--- src/shared/tups_consts.svh ---
// constants for the tunnel udp encapsulation and port selection ends
`ifndef TUPS_CONSTS_SVH
`define TUPS_CONSTS_SVH

// well-known tunnel control port, 1701
`define TUPS_WELL_KNOWN_PORT 16'h06A5

// ****************************************
// register offsets of the node end
// ****************************************
`define TUPS_OFS_CTRL 8'h00
`define TUPS_OFS_PORTS 8'h04
`define TUPS_OFS_WINDOW 8'h08
`define TUPS_OFS_CMD 8'h0C
`define TUPS_OFS_STATUS 8'h10
`define TUPS_OFS_PEERS 8'h14

// ****************************************
// field positions
// ****************************************
`define TUPS_CTRL_CAP_BIT 0
`define TUPS_CTRL_ADV_BIT 1
`define TUPS_CMD_DATA_BIT 0
`define TUPS_CMD_DIR_LSB 1
`define TUPS_CMD_DIR_MSB 2
`define TUPS_ST_UDP_BIT 0
`define TUPS_ST_V6_BIT 1
`define TUPS_ST_ADV_BIT 2
`define TUPS_ST_PEND_BIT 3
`define TUPS_ST_PRIO_LSB 4
`define TUPS_ST_PRIO_MSB 9

// ****************************************
// reset values
// ****************************************
`define TUPS_RST_CTRL 2'h3
`define TUPS_RST_CTL_PORT 16'h06A5
`define TUPS_RST_SESS_PORT 16'h06A5
`define TUPS_RST_WIN_LO 16'hC000
`define TUPS_RST_WIN_HI 16'hC0FF
`define TUPS_RST_PRIO 6'h00

`endif

--- src/shared/tups_pkg.sv ---
// types shared by both ends of the tunnel udp port selection link
package tups_pkg;

  // kind of tunnel packet described on the link
  typedef enum logic [2:0] {
    TUPS_CONN_REQ = 3'h0,
    TUPS_CONN_REP = 3'h1,
    TUPS_CTRL = 3'h2,
    TUPS_SESS_REQ = 3'h3,
    TUPS_SESS_REP = 3'h4,
    TUPS_DATA = 3'h5
  } tups_kind_e;

  // session flavour
  typedef enum logic [1:0] {
    TUPS_DN_UNI = 2'h0,
    TUPS_DN_GRP = 2'h1,
    TUPS_UP = 2'h2
  } tups_dir_e;

  // one packet header descriptor; udp_hdr is {src, dst}, first wire byte in [31:24]
  typedef struct packed {
    tups_kind_e kind;
    tups_dir_e dir;
    logic v6;
    logic udp;
    logic [5:0] dscp;
    logic [31:0] udp_hdr;
    logic attr_vld;
    logic [15:0] attr_port;
    logic grp_vld;
    logic [15:0] grp_port;
    logic prio_vld;
    logic [5:0] prio;
  } tups_pkt_s;

endpackage

--- src/shared/tups_link_if.sv ---
// link between the headend core end and the remote node end
`timescale 1ns/100ps
interface tups_link_if;
  logic c2n_vld;
  tups_pkg::tups_pkt_s c2n_pkt;
  logic n2c_vld;
  tups_pkg::tups_pkt_s n2c_pkt;
  logic node_cap;

  modport node (
    input c2n_vld,
    input c2n_pkt,
    output n2c_vld,
    output n2c_pkt,
    output node_cap
  );

  modport core (
    output c2n_vld,
    output c2n_pkt,
    input n2c_vld,
    input n2c_pkt,
    input node_cap
  );
endinterface // tups_link_if

--- src/design/tups_node.sv ---
// remote node end: udp encapsulation decision and port selection
// What the two ends do
// RULE1 - core marks headers with configured priority code
// RULE2 - both ends build and parse ipv6 headers
// RULE3 - ipv6 keeps same address and priority behaviour
// RULE4 - node handles no-udp; reports udp capability
// RULE5 - core uses udp only when enabled, capable
// RULE6 - node uses udp after udp connection request
// RULE7 - core requests to port 1701, ephemeral source
// RULE8 - node replies to host port, own source
// RULE9 - core control goes host port to node port
// RULE10 - node control goes node port to host port
// RULE11 - each side prefers 1701 as control port
// RULE12 - node may advertise its unicast receive port
// RULE13 - core sends to advertised port, else node port
// RULE14 - core picks group port inside group window
// RULE15 - node never advertises window ports for unicast
// RULE16 - core keeps one fixed downstream source port
// RULE17 - node probes go to core port, else host
// RULE18 - node upstream goes to core port, else host
// RULE19 - node keeps one fixed upstream source port
// RULE20 - core upstream-session sends to node port fallback
// RULE21 - node control priority from attribute, else zero
// RULE22 - udp header ports in network byte order
`timescale 1ns/100ps
`include "tups_consts.svh"
module tups_node #(
  parameter int ADDR_W = 8
) (
  input wire logic hclk,
  input wire logic hresetn,
  tups_link_if.node link,
  input wire logic hsel,
  input wire logic [31:0] haddr,
  input wire logic [1:0] htrans,
  input wire logic hwrite,
  input wire logic [2:0] hsize,
  input wire logic [31:0] hwdata,
  input wire logic hready,
  output logic hreadyout,
  output logic hresp,
  output logic [31:0] hrdata
);
  import tups_pkg::*;

  // ****************************************
  // elaboration check
  // ****************************************
  if (ADDR_W < 5 || ADDR_W > 32)
  begin : g_bad_addr
    $error("tups_node: ADDR_W must lie between 5 and 32");
  end

  logic acc;
  logic wr_pend_r;
  logic [7:0] wr_addr_r;
  logic [1:0] ctrl_r;
  logic [15:0] own_ctl_port_r;
  logic [15:0] own_sess_port_r;
  logic [15:0] win_lo_r;
  logic [15:0] win_hi_r;
  logic cmd_pend_r;
  logic cmd_data_r;
  tups_dir_e cmd_dir_r;
  logic udp_on_r;
  logic v6_r;
  logic [15:0] host_port_r;
  logic core_adv_vld_r;
  logic [15:0] core_adv_port_r;
  logic [5:0] prio_r;
  logic rep_pend_r;
  logic srep_pend_r;
  tups_dir_e srep_dir_r;
  logic tx_vld_r;
  tups_pkt_s tx_pkt_r;
  tups_pkt_s pkt_nxt;
  logic take_rep;
  logic take_srep;
  logic take_cmd;
  logic rx_req;
  logic rx_sreq;
  logic cmd_wr;
  logic [15:0] core_dst;

  // port lies inside the group port window
  function automatic logic in_window(input logic [15:0] p, input logic [15:0] lo, input logic [15:0] hi);
    in_window = (p >= lo) && (p <= hi);
  endfunction

  // udp header words, source first on the wire
  function automatic logic [31:0] mk_udp(input logic on, input logic [15:0] src, input logic [15:0] dst);
    mk_udp = on ? {src, dst} : 32'h00000000;
  endfunction

  // ****************************************
  // ahb-lite slave
  // ****************************************
  assign acc = hsel & htrans[1] & hready;
  assign hreadyout = 1'b1;
  assign hresp = 1'b0;
  assign cmd_wr = wr_pend_r && (wr_addr_r == `TUPS_OFS_CMD);

  // address phase capture for writes
  always_ff @(posedge hclk or negedge hresetn)
  begin
    if (!hresetn)
    begin
      wr_pend_r <= 1'b0;
      wr_addr_r <= 8'h00;
    end
    else
    begin
      wr_pend_r <= acc & hwrite;
      wr_addr_r <= {{(8 - 5){1'b0}}, haddr[4:2], 2'b00};
    end
  end

  // configuration registers written in the data phase
  always_ff @(posedge hclk or negedge hresetn)
  begin
    if (!hresetn)
    begin
      ctrl_r <= `TUPS_RST_CTRL;
      own_ctl_port_r <= `TUPS_RST_CTL_PORT; // [RULE11]
      own_sess_port_r <= `TUPS_RST_SESS_PORT;
      win_lo_r <= `TUPS_RST_WIN_LO;
      win_hi_r <= `TUPS_RST_WIN_HI;
    end
    else if (wr_pend_r)
    begin
      case (wr_addr_r)
        `TUPS_OFS_CTRL: ctrl_r <= hwdata[1:0];
        `TUPS_OFS_PORTS:
        begin
          own_ctl_port_r <= hwdata[15:0];
          own_sess_port_r <= hwdata[31:16]; // one fixed source per session [RULE19]
        end
        `TUPS_OFS_WINDOW:
        begin
          win_lo_r <= hwdata[15:0];
          win_hi_r <= hwdata[31:16];
        end
        default: ;
      endcase
    end
  end

  // read data registered in the address phase
  always_ff @(posedge hclk or negedge hresetn)
  begin
    if (!hresetn)
      hrdata <= 32'h00000000;
    else if (acc && !hwrite)
    begin
      case (haddr[4:2])
        3'h0: hrdata <= {30'h0, ctrl_r};
        3'h1: hrdata <= {own_sess_port_r, own_ctl_port_r};
        3'h2: hrdata <= {win_hi_r, win_lo_r};
        3'h3: hrdata <= {28'h0000000, cmd_pend_r, cmd_dir_r, cmd_data_r};
        3'h4: hrdata <= {22'h0, prio_r, cmd_pend_r, core_adv_vld_r, v6_r, udp_on_r};
        3'h5: hrdata <= {core_adv_port_r, host_port_r};
        default: hrdata <= 32'h00000000;
      endcase
    end
  end

  // ****************************************
  // software command
  // ****************************************
  // a new command wins over the take of the old one
  always_ff @(posedge hclk or negedge hresetn)
  begin
    if (!hresetn)
    begin
      cmd_pend_r <= 1'b0;
      cmd_data_r <= 1'b0;
      cmd_dir_r <= TUPS_DN_UNI;
    end
    else if (cmd_wr)
    begin
      cmd_pend_r <= 1'b1;
      cmd_data_r <= hwdata[`TUPS_CMD_DATA_BIT];
      cmd_dir_r <= tups_dir_e'(hwdata[`TUPS_CMD_DIR_MSB:`TUPS_CMD_DIR_LSB]);
    end
    else if (take_cmd)
      cmd_pend_r <= 1'b0;
  end

  // ****************************************
  // receive side
  // ****************************************
  assign rx_req = link.c2n_vld && (link.c2n_pkt.kind == TUPS_CONN_REQ);
  assign rx_sreq = link.c2n_vld && (link.c2n_pkt.kind == TUPS_SESS_REQ);
  assign link.node_cap = ctrl_r[`TUPS_CTRL_CAP_BIT]; // capability report [RULE4]

  // connection state learnt from the core's request
  always_ff @(posedge hclk or negedge hresetn)
  begin
    if (!hresetn)
    begin
      udp_on_r <= 1'b0;
      v6_r <= 1'b0;
      host_port_r <= `TUPS_WELL_KNOWN_PORT;
      prio_r <= `TUPS_RST_PRIO;
    end
    else if (rx_req)
    begin
      udp_on_r <= ctrl_r[`TUPS_CTRL_CAP_BIT] & link.c2n_pkt.udp; // [RULE6] [RULE4]
      v6_r <= link.c2n_pkt.v6; // [RULE2]
      host_port_r <= link.c2n_pkt.udp_hdr[31:16]; // request source port [RULE8]
      prio_r <= link.c2n_pkt.prio_vld ? link.c2n_pkt.prio : `TUPS_RST_PRIO; // [RULE21]
    end
    else if (link.c2n_vld && link.c2n_pkt.prio_vld)
      prio_r <= link.c2n_pkt.prio; // [RULE21]
  end

  // core's advertised session port
  always_ff @(posedge hclk or negedge hresetn)
  begin
    if (!hresetn)
    begin
      core_adv_vld_r <= 1'b0;
      core_adv_port_r <= 16'h0000;
    end
    else if (rx_req)
      core_adv_vld_r <= 1'b0;
    else if (rx_sreq)
    begin
      core_adv_vld_r <= link.c2n_pkt.attr_vld;
      core_adv_port_r <= link.c2n_pkt.attr_port;
    end
  end

  // pending replies; arrival wins over the take
  always_ff @(posedge hclk or negedge hresetn)
  begin
    if (!hresetn)
    begin
      rep_pend_r <= 1'b0;
      srep_pend_r <= 1'b0;
      srep_dir_r <= TUPS_DN_UNI;
    end
    else
    begin
      if (rx_req)
        rep_pend_r <= 1'b1;
      else if (take_rep)
        rep_pend_r <= 1'b0;
      if (rx_sreq)
      begin
        srep_pend_r <= 1'b1;
        srep_dir_r <= link.c2n_pkt.dir;
      end
      else if (take_srep)
        srep_pend_r <= 1'b0;
    end
  end

  // ****************************************
  // transmit side
  // ****************************************
  assign take_rep = rep_pend_r && !rx_req;
  assign take_srep = srep_pend_r && !rep_pend_r && !rx_sreq;
  assign take_cmd = cmd_pend_r && !rep_pend_r && !srep_pend_r && !cmd_wr;
  assign core_dst = core_adv_vld_r ? core_adv_port_r : host_port_r; // [RULE17] [RULE18]

  // next descriptor: reply, then session reply, then command
  always_comb
  begin
    pkt_nxt = '0;
    pkt_nxt.v6 = v6_r; // [RULE2] [RULE3]
    pkt_nxt.udp = udp_on_r; // [RULE4] [RULE6]
    pkt_nxt.dscp = prio_r; // same marking under either ip version [RULE3] [RULE21]
    pkt_nxt.kind = TUPS_CTRL;
    pkt_nxt.udp_hdr = mk_udp(udp_on_r, own_ctl_port_r, host_port_r); // [RULE10] [RULE22]
    if (take_rep)
      pkt_nxt.kind = TUPS_CONN_REP; // [RULE8]
    else if (take_srep)
    begin
      pkt_nxt.kind = TUPS_SESS_REP;
      pkt_nxt.dir = srep_dir_r;
      pkt_nxt.attr_port = own_sess_port_r;
      pkt_nxt.attr_vld = ctrl_r[`TUPS_CTRL_ADV_BIT] && (srep_dir_r != TUPS_DN_GRP) &&
                         !in_window(own_sess_port_r, win_lo_r, win_hi_r); // [RULE12] [RULE15] [RULE19]
    end
    else if (cmd_data_r)
    begin
      pkt_nxt.kind = TUPS_DATA;
      pkt_nxt.dir = cmd_dir_r;
      pkt_nxt.udp_hdr = mk_udp(udp_on_r, own_sess_port_r, core_dst); // [RULE17] [RULE18] [RULE19]
    end
  end

  // one registered descriptor per cycle toward the core
  always_ff @(posedge hclk or negedge hresetn)
  begin
    if (!hresetn)
    begin
      tx_vld_r <= 1'b0;
      tx_pkt_r <= '0;
    end
    else
    begin
      tx_vld_r <= take_rep | take_srep | take_cmd;
      tx_pkt_r <= pkt_nxt;
    end
  end

  assign link.n2c_vld = tx_vld_r;
  assign link.n2c_pkt = tx_pkt_r;
endmodule // tups_node

--- src/flat_wrapper.sv ---
// flat-port wrapper written by rule: the top's interface ports become plain ports
module tups_node_flat import tups_pkg::*;
#(
  parameter int ADDR_W = 8
)
  (hclk, hresetn, hsel, haddr, htrans, hwrite, hsize, hwdata, hready, hreadyout, hresp, hrdata, link_c2n_vld, link_c2n_pkt, link_n2c_vld, link_n2c_pkt, link_node_cap);
  tups_link_if link_i ();
  input wire logic hclk;
  input wire logic hresetn;
  input wire logic hsel;
  input wire logic [31:0] haddr;
  input wire logic [1:0] htrans;
  input wire logic hwrite;
  input wire logic [2:0] hsize;
  input wire logic [31:0] hwdata;
  input wire logic hready;
  output logic hreadyout;
  output logic hresp;
  output logic [31:0] hrdata;
  input wire logic [$bits(link_i.c2n_vld)-1:0] link_c2n_vld;
  input wire logic [$bits(link_i.c2n_pkt)-1:0] link_c2n_pkt;
  output wire logic [$bits(link_i.n2c_vld)-1:0] link_n2c_vld;
  output wire logic [$bits(link_i.n2c_pkt)-1:0] link_n2c_pkt;
  output wire logic [$bits(link_i.node_cap)-1:0] link_node_cap;
  assign link_i.c2n_vld = link_c2n_vld;
  assign link_i.c2n_pkt = link_c2n_pkt;
  assign link_n2c_vld = link_i.n2c_vld;
  assign link_n2c_pkt = link_i.n2c_pkt;
  assign link_node_cap = link_i.node_cap;
  tups_node #(.ADDR_W(ADDR_W)) u_core (.hclk(hclk), .hresetn(hresetn), .link(link_i), .hsel(hsel), .haddr(haddr), .htrans(htrans), .hwrite(hwrite), .hsize(hsize), .hwdata(hwdata), .hready(hready), .hreadyout(hreadyout), .hresp(hresp), .hrdata(hrdata));
endmodule
--- config.mk ---
export PLATFORM = sky130hd
export DESIGN_NAME = tups_node_flat
export DESIGN_NICKNAME = d
export VERILOG_FILES = /design/src/shared/tups_pkg.sv /design/src/shared/tups_link_if.sv /design/src/design/tups_node.sv /design/src/flat_wrapper.sv
export VERILOG_INCLUDE_DIRS = /design/src /design/src/shared
export SDC_FILE = /design/constraint.sdc
export NUM_CORES = 1
export LEC_CHECK = 0
export ABC_AREA = 1
export BUFFER_PORTS_ARGS = -buffer_cell sky130_fd_sc_hd__buf_4
export CORE_MARGIN = 2
export CORE_UTILIZATION = 36
export DETAILED_ROUTE_END_ITERATION = 8
export GPL_TIMING_DRIVEN = 0
export SLEW_MARGIN = 20
export SYNTH_ARGS = -nofsm -noshare
export SYNTH_HDL_FRONTEND = slang
export SYNTH_SLANG_ARGS = --single-unit
--- constraint.sdc ---
create_clock -name hclk -period 1.8 [get_ports hclk]
set_input_delay 0.54 -clock hclk [delete_from_list [all_inputs] [get_ports hclk]]
set_output_delay 0.54 -clock hclk [all_outputs]
set_load 0.005 [all_outputs]
==> flow_summary_export.csv <==
group,metric,value,unit
status,status,"finished, violations left",
status,violations,"DRC",
worst_setup_path,startpoint,"u_core.ctrl_r[0]",
worst_setup_path,critPathKind,"flip-flop to primary output",
clocking,clock_sinks,214,
routing,wl_per_cell,18.3,µm
timing,hold_viol,0,
timing,setup_viol,0,
power_and_ir_drop,combPwrFrac,24.8,%
logic_synthesis,synth_ff_type,"dfrtp_1",
power_and_ir_drop,internal_power,10.2,mW
logic_synthesis,synth_cell_type_count,32,
global_routing,grt-ovfl-total,0,
die,die_y,167,µm
global_routing,track_usage,21.7,%
final_layout,n_antenna_cell,0,
logic_synthesis,synth.avg_cell_area,9.01,µm²
die,die_w,167,µm
placement,place_hpwl,23400,µm
clocking,ctsHtreeMaxLevel,1,
flow_run,maxCapViolations,0,
logic_synthesis,synth_seq_cells,214,
logic_synthesis,yosys.area_share.simple,14.0,%
routing,vias_per_cell,4.87,
placement,routabilityCongestion,0.917,
logic_synthesis,synth_mux_area_share,0,%
logic_synthesis,netlist_area,9590,µm²
timing,slew_violations,0,
routing,routed_wl,30300,µm
worst_setup_path,end_kind,"primary output",
logic_synthesis,synth_compound_area_share,15.3,%
worst_setup_path,path_delay_family,"flip-flops",
final_layout,layout.nets,1495,
final_layout,areaGrowthSynthToFinish,28.6,%
logic_synthesis,yosysTopAreaCellShare,47.5,%
timing,min_period,1750,ps
logic_synthesis,seq_area_frac_synth,56.3,%
die,start_util,36.7,%
clocking,clk_pin_slew,60,ps
logic_synthesis,yosysMostFrequentCell,"nand2_1",
logic_synthesis,postSynth.asyncResetShare,100,%
timing,worst_slew_pin_slew,671,ps
power_and_ir_drop,p_leak,6.65,nW
logic_synthesis,netlist_instances,1065,
power_and_ir_drop,powerDensity,1210,nW/µm²
power_and_ir_drop,ir_worst_vdd,694,µV
worst_setup_path,cpMaxStageDelayCell,"dfstp_2",
logic_synthesis,ys_warn_count,0,
logic_synthesis,synthXorXnorAreaFrac,0,%
routing,postRouteAntennaNets,0,
worst_setup_path,timing.rr.start,"u_core.win_hi_r[15]",
power_and_ir_drop,p_switching,4.74,mW
worst_setup_path,crit_buf_inv,1,
global_routing,grt_pass1_wl,46600,µm
logic_synthesis,synth_edf_count,0,
clocking,worstSkewPairLatency,510,ps
clocking,clockBufferDepth,3,
worst_setup_path,required,1260,ps
clocking,cts_tree,"yes",
timing,fmax,572,MHz
routing,route.detailed.drc,19,
worst_setup_path,crit_arrival,1210,ps
timing,finalClockSkew,18.1,ps
timing,fin_setup_tns,0,ps
power_and_ir_drop,p_sw_share,31.7,%
clocking,root_buffer,"clkbuf_16",
die,die_area,28000,µm²
routing,num_vias,8051,
die,core_area,26100,µm²
logic_synthesis,synth_fa_ha_area_share,4.17,%
logic_synthesis,synth_top_family_by_area,"compound AO/OA/AOI/OAI gates",
die,ioPinCount,283,
worst_setup_path,cp_cell_sequence,"buf_4",
global_routing,grt_pass1_vias,8149,
final_layout,utilization,47.2,%
worst_setup_path,r2r_slack,70,ps
worst_setup_path,cpPeakStageDelay,580,ps
final_layout,drive_gt1_share,24.1,%
placement,port_buffers,183,
power_and_ir_drop,seq_power_share,44.3,%
logic_synthesis,netlist_top_cells_count,"nand2_1, dfrtp_1, o21ai_0, inv_1, nor2_1",
worst_setup_path,start_kind,"flip-flop",
logic_synthesis,yosys.area.top_type,"dfrtp_1",
min_path,hp-class,"input port to flip-flop",
timing,slew_headroom,55.3,%
min_path,worstHoldStart,"haddr[3]",
power_and_ir_drop,p_clk_share,30.9,%
global_routing,grt_start_max_net_pins,99,
global_routing,antenna_found_initial,0,
clocking,numCtsBuffers,23,
die,rows,59,
logic_synthesis,synthTopCellsByArea,"dfrtp_1, dfstp_2, nand2_1",
timing,rsz0062_at_grt,"yes",
routing,firstDrtPassIters,7,
routing,initialDrtViolationCount,853,
worst_setup_path,crit_fanout,4,
timing,finalCritPeriodShare,97.1,%
metrics by stage:
step	hold slack, ps	worst slack [ps]	power, mW	cells	area [µm²]
floorplan	244	128	8.34	1089	9680
global placement	360	-1370	10.3	1607	11500
detailed placement	358	-344	10.4	1609	11500
CTS	166	6.72	15.0	1651	12300
global route	162	-74.7	15.8	1653	12300
finish	174	52.9	15.0	1653	12300
routing by layer:
metal	part of all wire, %	global-route usage, %	wire (µm)
met1	44	30.2	13400
met2	45	34.4	13500
met3	8.0	3.73	2430
met4	3.0	7.26	906
met5	0	0	0
state kept, by name (all words and copies together), names as in the netlist, 2 cells and up:
register,count
u_core.srep_dir_r,2
u_core.own_sess_port_r,16
u_core.own_ctl_port_r,16
u_core.ctrl_r,2
u_core.prio_r,6
u_core.wr_addr_r,3
u_core.win_lo_r,16
u_core.hrdata,32
u_core.host_port_r,16
u_core.cmd_dir_r,2
u_core.link.n2c_pkt,62
u_core.core_adv_port_r,16
u_core.win_hi_r,16
area by class of cell:
type	count	area, µm²
plain buffers	68	394
inverters	158	597
repair buffers	188	1480
clock inverters	11	120
clock buffers	30	612
multi-input cells	649	3310
fillers	2577	13800
well taps	335	419
flip-flops and latches	214	5400
cells in the final DEF (no fill, tap or decap), types with 2 or more instances in the layout:
master,instances
clkinv_2,5
clkinvlp_4,3
buf_16,2
bufinv_16,2
clkinv_1,2
dfrtp_1,182
nor3_1,7
dfstp_2,32
nand3_2,3
a21oi_2,4
nand3_4,2
a211oi_1,7
buf_4,212
nand3_1,22
clkbuf_2,2
nor2_1,62
o22ai_1,26
a21oi_1,43
nand2_1,223
nand2_2,3
nand4_1,3
a211oi_2,9
a21o_1,2
clkbuf_16,24
o21ai_1,5
o21ai_0,165
ha_1,32
buf_2,4
clkbuf_1,36
conb_1,26
inv_1,154
buf_6,3
power by group through the flow:
stage / Clock (mW) / Combinational [mW] / Sequential, mW
finish: 4.63 / 3.72 / 6.63
floorplan: 0 / 1.89 / 6.45
global placement: 0 / 3.61 / 6.67
CTS: 4.70 / 3.70 / 6.62
global route: 4.91 / 4.17 / 6.73
detailed placement: 0 / 3.69 / 6.69
worst paths after layout:
path,end,depth (start not counted)
worst max register to register,u_core.link.n2c_pkt[40],8
worst min-delay path,u_core.wr_addr_r[3],1
worst min register to register,u_core.link.n2c_pkt[78],0
min in group asynchronous,u_core.link.n2c_pkt[73],2
max in group asynchronous,u_core.host_port_r[10],4
worst max-delay path,link_node_cap,1
cells by family (layout without fill, tap and decap cells):
family	count (synthesis)	in the layout
AO/OA/AOI/OAI	264	264
other	2	26
buffers and inverters	226	455
AND/OR/NAND/NOR	327	327
adder cells (fa/ha/maj)	32	32
flip-flops	214	214
repair_timing:
| item | in CTS | in global routing |
|---|---|---|
| hold endpoints to repair | 49 | 0 |
| hold buffers | 1 | 0 |
| setup buffers | 0 | 1 |
| setup endpoints to repair | 3 | 137 |
| resized for setup | 1 | 6 |
| gates cloned | 0 | 1 |
Note: power is estimated with default switching activity, not from simulation.
